==> src/hdl/tpsel_pkg.sv <==
// Constants and types shared by the transmitter panel selection block.
package tpsel_pkg;
    localparam int          CORE_HZ  = 200_000_000;
    localparam int          CCLK_HZ  = 19_200;
    localparam int          HALF_DIV = CORE_HZ / (2 * CCLK_HZ);
    localparam int          MODE_N   = 8;
    localparam int          FREQ_W   = 24;
    localparam int          REV_W    = 16;
    localparam int          CTL_W    = 14;
    localparam logic [7:0]  A_STATE  = 8'h00;
    localparam logic [7:0]  A_PEER   = 8'h04;
    localparam logic [7:0]  A_RECALL = 8'h08;
    localparam logic [7:0]  A_REVERT = 8'h0c;
    localparam logic [7:0]  MODE_RST = 8'h01;
    localparam logic [31:0] PEER_RST = 32'h0000_0000;
    localparam int          F_MODE   = 24;
    localparam int          F_TX     = 8;
    localparam int          F_ST     = 16;
    localparam int          REV_UF   = 8;
    localparam int          REV_MODE = 12;
    localparam logic [1:0]  RESP_OK  = 2'h0;
    localparam logic [1:0]  RESP_ERR = 2'h2;

    typedef enum logic [3:0] {
        ST_NORM  = 4'h1,
        ST_CHECK = 4'h2,
        ST_IN    = 4'h4,
        ST_OUT   = 4'h8
    } tpsel_stat_e;

    typedef enum logic [2:0] {
        SH_IDLE  = 3'h1,
        SH_SHIFT = 3'h2,
        SH_STB   = 3'h4
    } tpsel_sh_e;
endpackage : tpsel_pkg

==> src/hdl/tpsel_ser_if.sv <==
// Handshake between the panel logic and one serial shift engine.
`timescale 1ns/100ps
interface tpsel_ser_if #(parameter int W = 8);
    logic         start;
    logic         busy;
    logic         done;
    logic [W-1:0] tx_word;
    logic [W-1:0] rx_word;
    modport ctl (output start, output tx_word, input busy, input done, input rx_word);
    modport eng (input start, input tx_word, output busy, output done, output rx_word);
endinterface : tpsel_ser_if

==> src/hdl/tpsel_div.sv <==
// Divider that makes the half-period enable of the serial control clock.
`timescale 1ns/100ps
module tpsel_div import tpsel_pkg::*; #(
    parameter int HALF = HALF_DIV
) (
    input  wire logic clk,
    input  wire logic rst,
    output wire logic tick
);
    localparam int            CW   = $clog2(HALF + 1);
    localparam logic [CW-1:0] LAST = CW'(HALF - 1);

    logic [CW-1:0] cnt_ff;
    logic          tick_ff;

    always_ff @(posedge clk) begin
        if (rst || cnt_ff == LAST) begin
            cnt_ff <= '0;
        end else begin
            cnt_ff <= cnt_ff + 1'b1;
        end
    end

    always_ff @(posedge clk) begin
        tick_ff <= !rst && cnt_ff == LAST;
    end

    assign tick = tick_ff;
endmodule : tpsel_div

==> src/hdl/tpsel_shift.sv <==
// Strobe, data and clock serial engine, MSB first, sampling input on the rising clock.
`timescale 1ns/100ps
module tpsel_shift import tpsel_pkg::*; #(
    parameter int W = CTL_W
) (
    input  wire logic clk,
    input  wire logic rst,
    input  wire logic tick,
    tpsel_ser_if.eng  s,
    input  wire logic sin,
    output wire logic sclk,
    output wire logic sdata,
    output wire logic sstb
);
    localparam int BW = $clog2(W + 1);

    tpsel_sh_e     st_ff;
    logic [W-1:0]  sh_ff;
    logic [W-1:0]  rx_ff;
    logic [BW-1:0] n_ff;
    logic          sclk_ff;
    logic          sdata_ff;
    logic          done_ff;

    always_ff @(posedge clk) begin
        if (rst) begin
            st_ff <= SH_IDLE;
        end else begin
            case (st_ff)
                SH_IDLE:  if (s.start) st_ff <= SH_SHIFT;
                SH_SHIFT: if (tick && sclk_ff && n_ff == BW'(W - 1)) st_ff <= SH_STB;
                SH_STB:   if (tick) st_ff <= SH_IDLE;
                default:  st_ff <= SH_IDLE;
            endcase
        end
    end

    always_ff @(posedge clk) begin
        if (rst) begin
            sh_ff    <= '0;
            rx_ff    <= '0;
            n_ff     <= '0;
            sclk_ff  <= 1'b0;
            sdata_ff <= 1'b0;
        end else if (st_ff == SH_IDLE && s.start) begin
            sh_ff    <= s.tx_word;
            sdata_ff <= s.tx_word[W-1];
            n_ff     <= '0;
        end else if (st_ff == SH_SHIFT && tick) begin
            sclk_ff <= !sclk_ff;
            if (!sclk_ff) begin
                rx_ff <= {rx_ff[W-2:0], sin};
            end else begin
                sh_ff    <= sh_ff << 1;
                sdata_ff <= sh_ff[W-2];
                n_ff     <= n_ff + 1'b1;
            end
        end
    end

    always_ff @(posedge clk) begin
        done_ff <= !rst && st_ff == SH_STB && tick;
    end

    assign sclk      = sclk_ff;
    assign sdata     = sdata_ff;
    assign sstb      = (st_ff == SH_STB);
    assign s.busy    = (st_ff != SH_IDLE);
    assign s.done    = done_ff;
    assign s.rx_word = rx_ff;
endmodule : tpsel_shift

==> src/hdl/tpsel_top.sv <==
// Front-panel selection logic of a transmitter control unit with an AXI4-Lite register slave.
// Contract
// - Eight mode buttons; the lamp of the current mode is lit.
// - Off clears standby and high tension.
// - Standby selects standby and clears off and high tension.
// - High tension is accepted only while standby is selected.
// - Reset commands trip clearing and a tuning sequence.
// - Low power toggles on each press.
// - Mute clears operate and transmit and mutes the transmitter.
// - Operate clears mute and transmit; press-to-talk then keys the transmitter.
// - Transmit clears mute and operate and keys the transmitter.
// - Recall loads stored frequency and mode, leaves transmitter control alone.
// - Check disables panel, stores settings, interrogates, mode lamps show revertive data.
// - Second check press ends check and stores settings again.
// - In disables panel, stores settings, accepts peer or computer settings.
// - Second in press cancels; earlier settings stay in the recall store.
// - Out offers the settings to a peer unit.
// - Eight indicators follow the revertive data.
// - Ancillary port gives a clock, takes serial data, selected by low line.
// - Control and display registers leave on strobe, data and clock lines.
// - Four user inputs are sent; four revertive user outputs are driven.
// - Revertive data never changes transmitter control.
`timescale 1ns/100ps
module tpsel_top import tpsel_pkg::*; #(
    parameter int HALF = HALF_DIV
) (
    input  wire logic              CORE_CLK,
    input  wire logic              RST,
    input  wire logic [7:0]        AWADDR,
    input  wire logic              AWVALID,
    output wire logic              AWREADY,
    input  wire logic [31:0]       WDATA,
    input  wire logic [3:0]        WSTRB,
    input  wire logic              WVALID,
    output wire logic              WREADY,
    output wire logic [1:0]        BRESP,
    output wire logic              BVALID,
    input  wire logic              BREADY,
    input  wire logic [7:0]        ARADDR,
    input  wire logic              ARVALID,
    output wire logic              ARREADY,
    output wire logic [31:0]       RDATA,
    output wire logic [1:0]        RRESP,
    output wire logic              RVALID,
    input  wire logic              RREADY,
    input  wire logic [MODE_N-1:0] BTN_MODE,
    input  wire logic              BTN_OFF,
    input  wire logic              BTN_STANDBY,
    input  wire logic              BTN_HT_ON,
    input  wire logic              BTN_RESET,
    input  wire logic              BTN_LOW_POWER,
    input  wire logic              BTN_MUTE,
    input  wire logic              BTN_OPERATE,
    input  wire logic              BTN_TRANSMIT,
    input  wire logic              BTN_RECALL,
    input  wire logic              BTN_CHECK,
    input  wire logic              BTN_IN,
    input  wire logic              BTN_OUT,
    input  wire logic [FREQ_W-1:0] FREQ_SEL,
    input  wire logic              PRESS_TO_TALK_INPUT,
    input  wire logic              REV_STB,
    input  wire logic [REV_W-1:0]  REV_DATA,
    input  wire logic [3:0]        USER_FN_IN,
    output wire logic [MODE_N-1:0] MODE_LAMP,
    output wire logic [6:0]        TX_LAMP,
    output wire logic [3:0]        STATUS_LAMP,
    output wire logic [7:0]        IND,
    output wire logic [3:0]        USER_FN_REV,
    output wire logic              TX_TRIP_CLR,
    output wire logic              TX_TUNE_START,
    output wire logic              TX_KEY,
    output wire logic              TX_MUTE,
    output wire logic              TX_LOW_POWER,
    output wire logic              INTERROGATE,
    output wire logic              OUT_AVAIL,
    output wire logic              CREG_STB,
    output wire logic              CREG_DATA,
    output wire logic              CREG_CLK,
    output wire logic              DREG_STB,
    output wire logic              DREG_DATA,
    output wire logic              DREG_CLK,
    output wire logic              EXT_CLK,
    input  wire logic              EXT_DATA,
    input  wire logic              EXT_SEL_N
);
    function automatic logic [2:0] oh2idx(input logic [MODE_N-1:0] v);
        oh2idx = 3'h0;
        for (int i = 0; i < MODE_N; i++) begin
            if (v[i]) oh2idx = 3'(i);
        end
    endfunction : oh2idx

    function automatic logic [MODE_N-1:0] idx2oh(input logic [2:0] i);
        idx2oh = MODE_RST << i;
    endfunction : idx2oh

    function automatic logic hit(input logic [7:0] a);
        hit = (a == A_STATE) || (a == A_PEER) || (a == A_RECALL) || (a == A_REVERT);
    endfunction : hit

    tpsel_stat_e       stat_ff;
    logic [MODE_N-1:0] mode_ff;
    logic [FREQ_W-1:0] freq_ff;
    logic [FREQ_W-1:0] fsel_q_ff;
    logic [FREQ_W-1:0] rc_freq_ff;
    logic [MODE_N-1:0] rc_mode_ff;
    logic [31:0]       peer_ff;
    logic              peer_apl_ff;
    logic [REV_W-1:0]  rev_ff;
    logic              off_ff, stby_ff, ht_ff, lowp_ff, mute_ff, oper_ff, xmit_ff;
    logic              key_ff, rstc_ff, intg_ff;
    logic              pnl_en, ent_chk, ext_chk, ent_in, tick, ext_load;
    logic [6:0]        tx_bits;

    tpsel_ser_if #(.W(CTL_W))  ctl_if ();
    tpsel_ser_if #(.W(FREQ_W)) dsp_if ();
    tpsel_ser_if #(.W(FREQ_W)) ext_if ();

    // Check and in lock the panel; out leaves it live.
    assign pnl_en   = (stat_ff == ST_NORM) || (stat_ff == ST_OUT);
    assign ent_chk  = (stat_ff == ST_NORM) && BTN_CHECK;
    assign ext_chk  = (stat_ff == ST_CHECK) && BTN_CHECK;
    assign ent_in   = (stat_ff == ST_NORM) && BTN_IN && !BTN_CHECK;
    assign tx_bits  = {xmit_ff, oper_ff, mute_ff, lowp_ff, ht_ff, stby_ff, off_ff};

    always_ff @(posedge CORE_CLK) begin
        if (RST) begin
            stat_ff <= ST_NORM;
        end else begin
            case (stat_ff)
                ST_NORM: begin
                    if (BTN_CHECK) stat_ff <= ST_CHECK;
                    else if (BTN_IN) stat_ff <= ST_IN;
                    else if (BTN_OUT) stat_ff <= ST_OUT;
                end
                ST_CHECK: if (BTN_CHECK) stat_ff <= ST_NORM;
                ST_IN:    if (BTN_IN) stat_ff <= ST_NORM;
                ST_OUT:   if (BTN_OUT) stat_ff <= ST_NORM;
                default:  stat_ff <= ST_NORM;
            endcase
        end
    end

    // Entering check or in, and leaving check, copy the settings into the recall store.
    always_ff @(posedge CORE_CLK) begin
        if (RST) begin
            rc_freq_ff <= '0;
            rc_mode_ff <= MODE_RST;
        end else if (ent_chk || ext_chk || ent_in) begin
            rc_freq_ff <= freq_ff;
            rc_mode_ff <= mode_ff;
        end
    end

    always_ff @(posedge CORE_CLK) begin
        fsel_q_ff <= RST ? '0 : FREQ_SEL;
    end

    always_ff @(posedge CORE_CLK) begin
        if (RST) begin
            freq_ff <= '0;
            mode_ff <= MODE_RST;
        end else if (stat_ff == ST_IN && peer_apl_ff) begin
            freq_ff <= peer_ff[FREQ_W-1:0];
            mode_ff <= idx2oh(peer_ff[F_MODE +: 3]);
        end else if (pnl_en && BTN_RECALL) begin
            freq_ff <= rc_freq_ff;
            mode_ff <= rc_mode_ff;
        end else if (pnl_en) begin
            if (ext_load) freq_ff <= ext_if.rx_word;
            else if (FREQ_SEL != fsel_q_ff) freq_ff <= FREQ_SEL;
            if (|BTN_MODE) mode_ff <= BTN_MODE & (~BTN_MODE + 8'h01);
        end
    end

    always_ff @(posedge CORE_CLK) begin
        if (RST) begin
            off_ff  <= 1'b1;
            stby_ff <= 1'b0;
            ht_ff   <= 1'b0;
        end else if (pnl_en) begin
            if (BTN_OFF) begin
                off_ff  <= 1'b1;
                stby_ff <= 1'b0;
                ht_ff   <= 1'b0;
            end else if (BTN_STANDBY) begin
                off_ff  <= 1'b0;
                stby_ff <= 1'b1;
                ht_ff   <= 1'b0;
            end else if (BTN_HT_ON && stby_ff) begin
                ht_ff <= 1'b1;
            end
        end
    end

    always_ff @(posedge CORE_CLK) begin
        if (RST) begin
            lowp_ff <= 1'b0;
        end else if (pnl_en && BTN_LOW_POWER) begin
            lowp_ff <= !lowp_ff;
        end
    end

    always_ff @(posedge CORE_CLK) begin
        if (RST) begin
            mute_ff <= 1'b1;
            oper_ff <= 1'b0;
            xmit_ff <= 1'b0;
        end else if (pnl_en && (BTN_MUTE || BTN_OPERATE || BTN_TRANSMIT)) begin
            mute_ff <= BTN_MUTE;
            oper_ff <= !BTN_MUTE && BTN_OPERATE;
            xmit_ff <= !BTN_MUTE && !BTN_OPERATE;
        end
    end

    // Keying depends only on panel selections and press-to-talk, never on revertive data.
    always_ff @(posedge CORE_CLK) begin
        key_ff  <= !RST && (xmit_ff || (oper_ff && PRESS_TO_TALK_INPUT));
        rstc_ff <= !RST && pnl_en && BTN_RESET;
        intg_ff <= !RST && ent_chk;
    end

    always_ff @(posedge CORE_CLK) begin
        if (RST) begin
            rev_ff <= '0;
        end else if (REV_STB) begin
            rev_ff <= REV_DATA;
        end
    end

    assign MODE_LAMP = (stat_ff == ST_CHECK) ? idx2oh(rev_ff[REV_MODE +: 3]) : mode_ff;
    assign TX_LAMP       = tx_bits;
    assign STATUS_LAMP   = stat_ff;
    assign IND           = rev_ff[7:0];
    assign USER_FN_REV   = rev_ff[REV_UF +: 4];
    assign TX_TRIP_CLR   = rstc_ff;
    assign TX_TUNE_START = rstc_ff;
    assign TX_KEY        = key_ff;
    assign TX_MUTE       = mute_ff;
    assign TX_LOW_POWER  = lowp_ff;
    assign INTERROGATE   = intg_ff;
    assign OUT_AVAIL     = (stat_ff == ST_OUT);

    // Both register streams repeat without pause so the far end always holds fresh data.
    assign ctl_if.start   = 1'b1;
    assign ctl_if.tx_word = {USER_FN_IN, tx_bits, oh2idx(mode_ff)};
    assign dsp_if.start   = 1'b1;
    assign dsp_if.tx_word = freq_ff;
    assign ext_if.start   = !EXT_SEL_N;
    assign ext_if.tx_word = '0;
    assign ext_load       = ext_if.done && !EXT_SEL_N;

    tpsel_div #(.HALF(HALF)) u_div (
        .clk  (CORE_CLK),
        .rst  (RST),
        .tick (tick)
    );

    tpsel_shift #(.W(CTL_W)) u_creg (
        .clk   (CORE_CLK),
        .rst   (RST),
        .tick  (tick),
        .s     (ctl_if.eng),
        .sin   (1'b0),
        .sclk  (CREG_CLK),
        .sdata (CREG_DATA),
        .sstb  (CREG_STB)
    );

    tpsel_shift #(.W(FREQ_W)) u_dreg (
        .clk   (CORE_CLK),
        .rst   (RST),
        .tick  (tick),
        .s     (dsp_if.eng),
        .sin   (1'b0),
        .sclk  (DREG_CLK),
        .sdata (DREG_DATA),
        .sstb  (DREG_STB)
    );

    tpsel_shift #(.W(FREQ_W)) u_ext (
        .clk   (CORE_CLK),
        .rst   (RST),
        .tick  (tick),
        .s     (ext_if.eng),
        .sin   (EXT_DATA),
        .sclk  (EXT_CLK),
        .sdata (),
        .sstb  ()
    );

    logic        aw_ff, w_ff, bv_ff, rv_ff;
    logic [7:0]  awa_ff;
    logic [31:0] wd_ff, rd_ff, nxt_rdata;
    logic [3:0]  ws_ff;
    logic [1:0]  br_ff, rr_ff;
    logic        wr_go;

    assign AWREADY = !aw_ff && !bv_ff;
    assign WREADY  = !w_ff && !bv_ff;
    assign ARREADY = !rv_ff;
    assign wr_go   = aw_ff && w_ff;

    always_ff @(posedge CORE_CLK) begin
        if (RST) begin
            aw_ff <= 1'b0;
            w_ff  <= 1'b0;
            bv_ff <= 1'b0;
            br_ff <= RESP_OK;
        end else if (wr_go) begin
            aw_ff <= 1'b0;
            w_ff  <= 1'b0;
            bv_ff <= 1'b1;
            br_ff <= hit(awa_ff) ? RESP_OK : RESP_ERR;
        end else begin
            if (AWVALID && AWREADY) aw_ff <= 1'b1;
            if (WVALID && WREADY) w_ff <= 1'b1;
            if (bv_ff && BREADY) bv_ff <= 1'b0;
        end
    end

    always_ff @(posedge CORE_CLK) begin
        if (AWVALID && AWREADY) awa_ff <= AWADDR;
        if (WVALID && WREADY) wd_ff <= WDATA;
        if (WVALID && WREADY) ws_ff <= WSTRB;
    end

    for (genvar b = 0; b < 4; b++) begin : g_peer
        always_ff @(posedge CORE_CLK) begin
            if (RST) begin
                peer_ff[8*b +: 8] <= PEER_RST[8*b +: 8];
            end else if (wr_go && awa_ff == A_PEER && ws_ff[b]) begin
                peer_ff[8*b +: 8] <= wd_ff[8*b +: 8];
            end
        end
    end

    always_ff @(posedge CORE_CLK) begin
        peer_apl_ff <= !RST && wr_go && awa_ff == A_PEER;
    end

    always_comb begin
        case (ARADDR)
            A_STATE:  nxt_rdata = {12'h000, stat_ff, 1'b0, tx_bits, mode_ff};
            A_PEER:   nxt_rdata = peer_ff;
            A_RECALL: nxt_rdata = {5'h00, oh2idx(rc_mode_ff), rc_freq_ff};
            A_REVERT: nxt_rdata = {16'h0000, rev_ff};
            default:  nxt_rdata = 32'h0000_0000;
        endcase
    end

    always_ff @(posedge CORE_CLK) begin
        if (RST) begin
            rv_ff <= 1'b0;
            rd_ff <= '0;
            rr_ff <= RESP_OK;
        end else if (ARVALID && ARREADY) begin
            rv_ff <= 1'b1;
            rd_ff <= nxt_rdata;
            rr_ff <= hit(ARADDR) ? RESP_OK : RESP_ERR;
        end else if (RREADY) begin
            rv_ff <= 1'b0;
        end
    end

    assign BVALID = bv_ff;
    assign BRESP  = br_ff;
    assign RVALID = rv_ff;
    assign RDATA  = rd_ff;
    assign RRESP  = rr_ff;
endmodule : tpsel_top

==> config.mk <==
export PLATFORM = sky130hd
export DESIGN_NAME = tpsel_top
export DESIGN_NICKNAME = d
export VERILOG_FILES = /design/src/hdl/tpsel_pkg.sv /design/src/hdl/tpsel_ser_if.sv /design/src/hdl/tpsel_div.sv /design/src/hdl/tpsel_shift.sv /design/src/hdl/tpsel_top.sv
export SDC_FILE = /design/constraint.sdc
export NUM_CORES = 1
export LEC_CHECK = 0
export ABC_CLOCK_PERIOD_IN_PS = 2200
export BUFFER_PORTS_ARGS = -buffer_cell sky130_fd_sc_hd__buf_4
export CELL_PAD_IN_SITES_DETAIL_PLACEMENT = 0
export CELL_PAD_IN_SITES_GLOBAL_PLACEMENT = 1
export CORE_AREA = 2 2 202 204
export DETAILED_ROUTE_END_ITERATION = 7
export DIE_AREA = 0 0 204 206
export PLACE_DENSITY = 0.78
export SYNTH_ARGS = -nofsm -noshare
export SYNTH_HDL_FRONTEND = slang
export SYNTH_HIERARCHICAL = 1
export SYNTH_SLANG_ARGS = --single-unit
==> constraint.sdc <==
create_clock -name CORE_CLK -period 2.2 [get_ports CORE_CLK]
set_input_delay 0.22 -clock CORE_CLK [delete_from_list [all_inputs] [get_ports CORE_CLK]]
set_output_delay 0.22 -clock CORE_CLK [all_outputs]
set_load 0.02 [all_outputs]
==> results of run 1 <==
-- registers in the layout, summed over array words and instances (netlist names), 8 cells and up --
name             cells
u_creg/sh_ff        13
rev_ff              16
dsp_if.tx_word      24
RDATA               32
u_div/cnt_ff        13
u_dreg/sh_ff        23
mode_ff              8
awa_ff               8
peer_ff             32
wd_ff               32
fsel_q_ff           24
u_ext/s.rx_word     24
rc_freq_ff          24
rc_mode_ff           8
-- cell type report --
type | instances | share of cell area [%]
sequential | 336 | 36.9
multi-input combinational | 1124 | 36.3
timing repair buffer | 377 | 16.7
clock buffer | 49 | 5.26
tap | 532 | 3.42
clock inverter | 19 | 0.945
inverter | 25 | 0.482
-- power groups by stage --
stage	registers, mW	logic [mW]	clock network, mW
final	7.01	2.38	6.24
after global routing	7.06	2.59	6.59
after CTS	7.01	2.34	6.35
after detailed placement	7.13	2.13	0
after global placement	7.13	2.10	0
after floorplan	6.97	1.41	0
-- critical path, stage by stage (launching register included) --
cell	delay, ns
dfxtp_4	0.35
or4b_4	0.61
buf_6	0.17
nand2_2	0.06
o31ai_2	0.07
buf_4	0.17
-- worst paths after layout --
| check | from | endpoint | slack [ns] | cells after the start |
|---|---|---|---|---|
| max | STATUS_LAMP[0] | MODE_LAMP[3] | -0.02 | 5 |
| max reg2reg | STATUS_LAMP[3] | STATUS_LAMP[0] | 0.07 | 6 |
| min | BTN_MODE[0] | mode_ff[2] | 0.02 | 4 |
| min reg2reg | peer_ff[27] | peer_ff[27] | 0.46 | 2 |
-- per-layer routing --
layer	share of wire [%]	up-vias
met5	0	-
met4	3.6	0
met1	43	6422
met3	5.9	88
li1	-	6470
met2	48	424
-- what timing repair did --
action | CTS | global route
setup endpoints to repair | 8 | 40
hold buffers | 107 | 0
buffers inserted | 4 | 0
pin swaps | 2 | 3
endpoints found under the hold margin | 105 | 0
resized for setup | 28 | 10
cloned | 2 | 0
-- per-stage QoR --
step	hold slack, ns	instances	area, um2	utilization [%]
final	0.0234	2462	19500	48.5
after floorplan	0.292	1681	15200	-
after global routing	0.0173	2462	19500	48.5
after global placement	0.399	2281	17000	42.3
after detailed placement	0.399	2281	17000	42.3
after CTS	0.00190	2462	19400	48.3
==> results.md, run 1 <==
* Status: finished, violations left
* Failing checks: negative setup slack
* Largest net degree at the start of global routing at 87
* Share of cells above drive strength 1 at 20.0%
* Routed WL at 45,900 um
* DR vias/cell at 5.44
* Leading cell type in the layout, fill and taps excluded: dfxtp_1
* Overall power at 15.6 mW
* N_diodes at 0
* Clock power frac at 39.9%
* Num CTS Buffers at 38
* Critical path data required time at 1.98 ns
* MaxCap Viol Count at 0
* Site Rows at 74
* Worst setup EP type: output port
* Commonest cells after routing, fill and taps aside: 288 x dfxtp_1, 252 x buf_4, 227 x nand2_1
* Slew margin rel. at 58.8%
* Gr busiest metal: met2
* Core area at 0.0402 mm2
* Clk sink count at 336
* Slew @ Worst Pin at 0.617 ns
* Wire length per cell at 18.7 um
* PD cells at 803 mW/mm2
* CTS tree: built
* Hold Vio Cnt, Final at 0
* Leakage at 7.44 nW
* Routability congestion estimate at 0.815
* Net switching power figure at 4.28 mW
* Footprint of the multi-input gates at 0.00707 mm2
* Setup Skew at 0.0236 ns
* Die height at 206 um
* Min Clock Period, post-route at 2.22 ns
* Dpl hpwl at 29,900 um
* Worst setup SP type: flop
* Clk pin slew, worst setup/hold paths at 0.06 ns
* Synthesized area at 0.0152 mm2
* Die ar. at 0.0420 mm2
* Met1 Track Usage GR at 27.6%
* Layout area overhead at 27.9%
* Worst skew pair latency at 0.56 ns
* Yosys warns at 6
* Crit path kind: flop to output port
* Synth Area per Inst at 9.09 um2
* Initial antenna violation count at 0
* Largest vdd supply drop at 0.552 mV
* Int Power at 11.4 mW
* Io pins at 213
* Global route overflow at 0
* Final WS setup at -0.0167 ns
* Width of the die at 204 um
* Vias in the first global route at 13,000
* Critical path fanouts, max at 5
* Final setup TNS at -0.0321 ns
* GR Util met2 at 36.1%
* Routed Antenna Nets at 0
* # DRC at 0
* CTS Buffer Depth at 3
* Final nets at 2,034
* Initial drt markers at 927
* Clock root cell: clkbuf_16
* Sw Share at 27.4%
* Combinational power share at 15.2%
* FMAX at 451 MHz
* H-tree levels at 2
* First-pass GRT wire length at 72,000 um
* Sequential share of power at 44.9%
* RSZ-0062 raised after global routing: yes
* Final setup fails at 2
* Port Buf Inserts at 210
* Final Cycle Share at 101%
* Starting Density at 37.9%
* GR Layer Usage met3 at 3.52%
* Max-slew violations at 0
* Register area at 0.00718 mm2
* Cells after synthesis at 1,674
* Pre-CTS setup slack at 0.0330 ns
* Arrival time at the worst endpoint at 2.00 ns
* Vias at 13,400
* Hold Crit Class: input pin to flop
* GRT Overall Usage at 21.5%
* Initial DRT Pass Iterations at 5
* # fillers at 3,766
(Power assumes the default switching activity.)
==> inputs of run 2 (changes only) <==
--- a/config.mk
+++ b/config.mk
@@ -9,11 +9,10 @@
 export BUFFER_PORTS_ARGS = -buffer_cell sky130_fd_sc_hd__buf_4
 export CELL_PAD_IN_SITES_DETAIL_PLACEMENT = 0
 export CELL_PAD_IN_SITES_GLOBAL_PLACEMENT = 1
-export CORE_AREA = 2 2 202 204
+export CORE_AREA = 8 8 195 197
 export DETAILED_ROUTE_END_ITERATION = 7
-export DIE_AREA = 0 0 204 206
-export PLACE_DENSITY = 0.78
+export DIE_AREA = 0 0 203 205
+export PLACE_DENSITY = 0.76
 export SYNTH_ARGS = -nofsm -noshare
 export SYNTH_HDL_FRONTEND = slang
-export SYNTH_HIERARCHICAL = 1
 export SYNTH_SLANG_ARGS = --single-unit
==> results.md, run 2 <==
* Sequential cell area fraction in the yosys report at 48.6%
* Post-Synth Adder-Cell Area at 0.424%
* Synth cell count leaders: 292 x dfxtp_1, 257 x nand2_1, 151 x nor2_1
* Hold Vio Cnt, Final at 0 (unchanged)
* Crit path kind: flop to output port
* # DRC at 0 (unchanged)
* FF-to-FF path depth at 6 (unchanged)
* Yosys warns at 0 (-6)
* Post-synthesis xor/xnor area fraction at 3.03%
* Core area at 0.0350 mm2 (-13%)
* Sw Share at 29.4% (+2.0 points)
* DR vias/cell at 5.35 (-1.8%)
* Compound-Gate Fraction of Synth Area at 17.4%
* Fin area at 0.0192 mm2 (-1.3%)
* Die ar. at 0.0416 mm2 (-0.97%)
* Worst setup path startpoint: STATUS_LAMP[2]
* Initial drt markers at 831 (-10%)
* Final nets at 2,091 (+2.8%)
* EDFF count, synth at 44
* Num CTS Buffers at 38 (unchanged)
* Largest stage delay, worst path at 0.54 ns (-0.07 ns)
* Failing checks: negative setup slack
* Final setup fails at 7 (+5)
* MaxCap Viol Count at 0 (unchanged)
* Sequential share of power at 44.5% (-0.4 points)
* Setup Skew at 0.0162 ns (-0.00736 ns)
* Worst setup EP type: output port
* Synth Area per Inst at 8.80 um2 (-3.2%)
* Max-slew violations at 0 (unchanged)
* Worst reg2reg path startpoint: STATUS_LAMP[3]
* Vias in the first global route at 12,500 (-3.4%)
* Cell Chain, Critical Path: or4b_4, buf_12, o41ai_4, buf_4
* Width of the die at 203 um (-0.49%)
* Number of synthesized register bits at 336
* Worst skew pair latency at 0.54 ns (-0.02 ns)
* Slowest CP cell: or4b_4
* RSZ-0062 raised after global routing: yes
* Unique masters post-synth at 70
* Status: finished, violations left
* Top Family by Delay on Critical Path: simple AND/OR/NAND/NOR gates
* Cells after synthesis at 1,678 (+0.24%)
* Port Buf Inserts at 210 (unchanged)
* Final Non-Filler Cells at 2,449 (-0.53%)
* Final WS setup at -0.0780 ns (-0.0613 ns)
* Post-synthesis mux area share at 3.71%
* Largest net degree at the start of global routing at 61 (-30%)
* CP Capture Point: MODE_LAMP[6]
* Worst Path Buf+Inv at 2 (unchanged)
* Wire length per cell at 19.2 um (+3.1%)
* Combinational power share at 19.4% (+4.2 points)
* GRT Overall Usage at 21.9% (+0.38 points)
* Worst setup SP type: flop
* Initial DRT Pass Iterations at 5 (unchanged)
* Min Clock Period, post-route at 2.28 ns (+0.0613 ns)
* Simple-gate share of the synthesized area at 21.5%
* Routability congestion estimate at 0.887 (+8.8%)
* Ys flop type: dfxtp_1
* Vias at 13,100 (-2.3%)
* CTS tree: built
* Arrival time at the worst endpoint at 2.06 ns (+0.06 ns)
* Clock root cell: clkbuf_16
* Starting Density at 42.2% (+4.3 points)
* Leakage at 7.59 nW (+1.9%)
* Synth top area cells: dfxtp_1 40%, edfxtp_1 9.0%, nand2_1 6.5%
* Final Cycle Share at 104% (+2.8 points)
* First-pass GRT wire length at 72,800 um (+1.0%)
* Routed Antenna Nets at 0 (unchanged)
* Main combinational cell family by area after synthesis: simple AND/OR/NAND/NOR gates
* Slew margin rel. at 57.5% (-1.3 points)
* Synthesized area at 0.0148 mm2 (-3.0%)
* Min Hold Slack at 0.00688 ns (-0.0165 ns)
* FMAX at 439 MHz (-2.7%)
* Placement Cell Area at 0.0169 mm2 (-0.77%)
* Dpl hpwl at 33,000 um (+10%)
* Placed cell count at 2,274 (-0.31%)
* PD cells at 880 mW/mm2 (+9.7%)
* CP Depth at 4 (-1)
* Clk pin slew, worst setup/hold paths at 0.06 ns (about the same)
* Global route overflow at 0 (unchanged)
* Routed WL at 47,100 um (+2.6%)
* Initial antenna violation count at 1 (+1)
* Synth top area share at 39.6%
* Final setup TNS at -0.342 ns (-0.310 ns)
* Share of cells above drive strength 1 at 18.8% (-1.2 points)
* Clock power frac at 36.2% (-3.7 points)
* Commonest cells after routing, fill and taps aside: 288 x dfxtp_1, 273 x buf_4, 257 x nand2_1
* Clk sink count at 336 (unchanged)
* CTS Buffer Depth at 3 (unchanged)
* Critical path data required time at 1.98 ns (about the same)
* Finished Core Util at 55.0% (+6.5 points)
* H-tree levels at 2 (unchanged)
* Site Rows at 69 (-6.8%)
* Largest vdd supply drop at 0.708 mV (+28%)
* Hold Crit Class: input pin to flop
* Critical path fanouts, max at 16 (+11)
* Io pins at 213 (unchanged)
* Die height at 205 um (-0.49%)
* # fillers at 3,167 (-16%)
* FF-to-FF setup slack at 0.16 ns (+0.09 ns)
* Worst r2r dst: mode_ff[4]
* Leading cell type in the layout, fill and taps excluded: dfxtp_1
* Net switching power figure at 4.97 mW (+16%)
* Biggest area consumer among synthesized cells: dfxtp_1
* Hold Crit Depth at 3 (-1)
* Int Power at 12.0 mW (+5.2%)
* Asr flop ratio synth at 0%
* Most frequent cell after synthesis: dfxtp_1
* Layout area overhead at 30.2%
* Slew @ Worst Pin at 0.631 ns (+0.0139 ns)
==> run 2: changes by cell type in the layout (fill, tap and decap cells not counted), sizes merged, moves of 21 or more <==
cell	change
a211oi	+35
a21oi	-47
a221o	-26
a22oi	-27
a32oi	-24
and3b	+24
nand2	+22
nor2	+61
nor2b	+21
nor3	+25
o211ai	-27
o21a	+24
o21ai	+36
==> run 2: logic make-up (layout without fill, tap and decap cells) <==
| group | after synthesis | after routing |
|---|---|---|
| adders and majority gates | 5 | 5 |
| buffers and inverters | 166 | 474 |
| AOI/OAI and AO/OA | 401 | 401 |
| and+or+nand+nor | 665 | 665 |
| DFF | 336 | 336 |
| other | 1 | 3 |
| muxes | 53 | 53 |
| xor gates and xnor gates | 51 | 51 |
==> run 2: layout make-up <==
type                    count  area, um2  area share (%)
diodes                      1       2.50          0.0130
inverters                  19       71.3           0.371
flip-flops and latches    336       7180            37.4
clock inverters            18        118           0.612
well taps                 461        577            3.00
repair buffers            387       3290            17.1
clock buffers              50       1080            5.62
multi-input cells        1177       6900            35.9
==> run 2: worst min-delay path by stage <==
stage,from,endpoint
6_report,PRESS_TO_TALK_INPUT,TX_KEY
2_1_floorplan,BTN_OFF,stby_ff
3_3_place_gp,WDATA[4],wd_ff[4]
3_5_place_dp,WDATA[1],wd_ff[1]
5_1_grt,PRESS_TO_TALK_INPUT,TX_KEY
4_1_cts,PRESS_TO_TALK_INPUT,TX_KEY
==> run 2: what timing repair did <==
| item | CTS | global route |
|---|---|---|
| setup buffers | 0 | 3 |
| gates resized for setup | 18 | 3 |
| hold endpoints to repair | 105 | 0 |
| endpoints found under the setup margin | 8 | 21 |
| hold buffers | 103 | 0 |
| pin swaps | 1 | 1 |
==> run 2: through the flow <==
stage                     total power, mW  setup slack (ns)
after floorplan                      9.49            0.0446
after global placement               10.6             0.153
after detailed placement             10.7             0.115
after CTS                            17.0            -0.106
after global routing                 17.7            -0.132
final                                16.9           -0.0780
==> run 2: routing by layer <==
| layer | vias to the layer above | track usage, % | wire [um] |
|---|---|---|---|
| met1 | 6149 | 29.7 | 21100 |
| met4 | 0 | 7.67 | 1350 |
| met2 | 427 | 34.8 | 21400 |
| met5 | - | 0 | 0 |
| met3 | 68 | 3.95 | 3260 |
| li1 | 6453 | - | - |
==> run 2: power by group through the flow <==
stage	Combinational, mW	Clock, mW	Sequential [mW]
5_1_grt	3.59	6.53	7.60
6_report	3.28	6.13	7.52
2_1_floorplan	2.06	0	7.44
3_5_place_dp	3.06	0	7.65
3_3_place_gp	3.01	0	7.63
4_1_cts	3.26	6.25	7.53
==> run 2: worst reg2reg max path, cell delays in order, from the launching register on <==
cell and delay (ns):
dfxtp_4 0.35, buf_4 0.15, xnor2_1 0.15, or4b_1 0.67, mux2_4 0.36, a21oi_1 0.14
a211oi_1 0.08
==> inputs of run 3 (changes only) <==
--- a/config.mk
+++ b/config.mk
@@ -9,9 +9,9 @@
 export BUFFER_PORTS_ARGS = -buffer_cell sky130_fd_sc_hd__buf_4
 export CELL_PAD_IN_SITES_DETAIL_PLACEMENT = 0
 export CELL_PAD_IN_SITES_GLOBAL_PLACEMENT = 1
-export CORE_AREA = 8 8 195 197
+export CORE_AREA = 3 3 190 192
 export DETAILED_ROUTE_END_ITERATION = 7
-export DIE_AREA = 0 0 203 205
+export DIE_AREA = 0 0 193 195
 export PLACE_DENSITY = 0.76
 export SYNTH_ARGS = -nofsm -noshare
 export SYNTH_HDL_FRONTEND = slang
==> results.md, run 3 (same netlist as run 2, synthesis figures left out) <==
* Status: finished, violations left
* Failing checks: negative setup slack
* Crit path kind: flop to output port
* Overall power at 17.2 mW (+1.7%)
* Vias in the first global route at 12,500 (-0.36%)
* Max-slew violations at 0 (unchanged)
* Wire length per cell at 19.3 um (+0.31%)
* DR vias/cell at 5.41 (+1.1%)
* Commonest cells after routing, fill and taps aside: 288 x dfxtp_1, 268 x buf_4, 249 x nand2_1
* Placed cell count at 2,267 (-0.31%)
* Width of the die at 193 um (-4.9%)
* Dpl hpwl at 31,400 um (-4.8%)
* Final setup TNS at -0.354 ns (-0.0120 ns)
* RSZ-0062 raised after global routing: yes
* Final nets at 2,091 (unchanged)
* N_diodes at 0 (-1)
* MaxCap Viol Count at 0 (unchanged)
* First-pass GRT wire length at 71,700 um (-1.4%)
* Port Buf Inserts at 210 (unchanged)
* Hold Vio Cnt, Final at 0 (unchanged)
* Starting Density at 42.7% (+0.52 points)
* Largest net degree at the start of global routing at 191 (+210%)
* Global route overflow at 0 (unchanged)
* Clock root cell: clkbuf_16
* Vias at 13,200 (+0.66%)
* Fin area at 0.0193 mm2 (+0.49%)
* Routed Antenna Nets at 0 (unchanged)
* Largest vdd supply drop at 0.644 mV (-9.1%)
* Layout area overhead at 30.9%
* Share of cells above drive strength 1 at 19.8% (+0.94 points)
* Initial antenna violation count at 0 (-1)
* Final WS setup at -0.0619 ns (+0.0161 ns)
* Worst setup EP type: output port
* Setup Skew at 0.0108 ns (-0.00546 ns)
* Core area at 0.0345 mm2 (-1.2%)
* Final setup fails at 7 (unchanged)
* FMAX at 442 MHz (+0.71%)
* Worst setup SP type: flop
* GRT Overall Usage at 24.3% (+2.3 points)
* Placement Cell Area at 0.0169 mm2 (about the same)
* Routability congestion estimate at 0.890 (+0.38%)
* Critical path fanouts, max at 8 (-8)
* Io pins at 213 (unchanged)
* Initial drt markers at 908 (+9.3%)
* Critical path data required time at 1.98 ns (about the same)
* Final Cycle Share at 103% (-0.73 points)
* Clk pin slew, worst setup/hold paths at 0.06 ns (about the same)
* Final Non-Filler Cells at 2,439 (-0.41%)
* PD cells at 891 mW/mm2 (+1.2%)
* Site Rows at 68 (-1.4%)
* CTS tree: built
* Min Clock Period, post-route at 2.26 ns (-0.0161 ns)
* Arrival time at the worst endpoint at 2.04 ns (-0.02 ns)
* Clk sink count at 336 (unchanged)
* Leading cell type in the layout, fill and taps excluded: dfxtp_1
* Routed WL at 47,100 um (about the same)
* Hold Crit Class: input pin to flop
* Initial DRT Pass Iterations at 6 (+1)
* Num CTS Buffers at 38 (unchanged)
* # DRC at 0 (unchanged)
* Die height at 195 um (-4.9%)
* H-tree levels at 2 (unchanged)
* Slew margin rel. at 30.8% (-27 points)
* Slew @ Worst Pin at 1.04 ns (+0.407 ns)
* CTS Buffer Depth at 3 (unchanged)
* Die ar. at 0.0376 mm2 (-9.6%)
* Worst skew pair latency at 0.53 ns (about the same)
* Leakage at 7.61 nW (+0.26%)
==> run 3: cell types whose count changed in the layout (fill, tap and decap cells not counted), moves of 3 or more <==
cell           change
o21ai_1            +3
clkinv_2           -6
nand2_1            -8
buf_6              +6
clkbuf_8          +11
o41ai_2            +3
o41ai_4            -3
clkinv_1           -4
dlygate4sd3_1      -3
o21ai_0            -5
buf_4              -5
nand2_2            +8
==> run 3: through the flow <==
step | util, % | setup WS, ns | hold slack (ns)
floorplan | - | 0.0446 | 0.317
global placement | 48.8 | 0.109 | 0.398
detailed placement | 48.8 | 0.0506 | 0.399
CTS | 55.6 | -0.0515 | 0.00718
global route | 55.9 | -0.106 | 0.0397
finish | 55.9 | -0.0619 | 0.0288
==> run 3: layer usage <==
| metal | wire length (um) | part of all wire [%] | global-route usage (%) | vias to the layer above |
|---|---|---|---|---|
| met3 | 3220 | 6.8 | 3.90 | 79 |
| li1 | - | - | - | 6448 |
| met1 | 21400 | 45 | 34.4 | 6187 |
| met4 | 1790 | 3.8 | 9.43 | 0 |
| met2 | 20700 | 44 | 37.1 | 470 |
| met5 | 0 | 0 | 0 | - |
==> run 3: layout make-up <==
type	instances	area [um2]
fillers	3131	15200
flip-flops and latches	336	7180
multi-input cells	1178	6940
repair buffers	386	3310
clock buffers	58	1180
well taps	455	569
inverters	19	71.3
clock inverters	7	66.3
==> run 3: what timing repair did <==
item	in CTS	in global routing
endpoints found under the hold margin	99	0
pin swaps	1	5
hold buffers	100	0
resized for setup	24	23
cloned	1	0
setup buffers	4	2
endpoints found under the setup margin	8	44
==> run 3: worst max-delay path: stages, from the launching register on <==
cell and delay, ns:
dfxtp_4 0.36, or4b_4 0.64, buf_6 0.19, nand2_1 0.08, o31ai_2 0.07, buf_4 0.17
==> run 3: worst paths after layout <==
kind,endpoint,from,slack (ns),depth (start not counted)
worst max-delay path,MODE_LAMP[5],STATUS_LAMP[2],-0.06,5
worst min-delay path,TX_LOW_POWER,BTN_LOW_POWER,0.03,4
worst max register to register,STATUS_LAMP[3],STATUS_LAMP[2],0.05,8
worst min register to register,u_ext.s.rx_word[23],u_ext.s.rx_word[23],0.45,2
==> run 3: power breakdown <==
group	total, mW	internal [mW]	switching (mW)
registers	7.56	6.90	0.664
clock network	6.29	3.79	2.50
logic	3.36	1.54	1.82
total	17.2	12.2	4.99
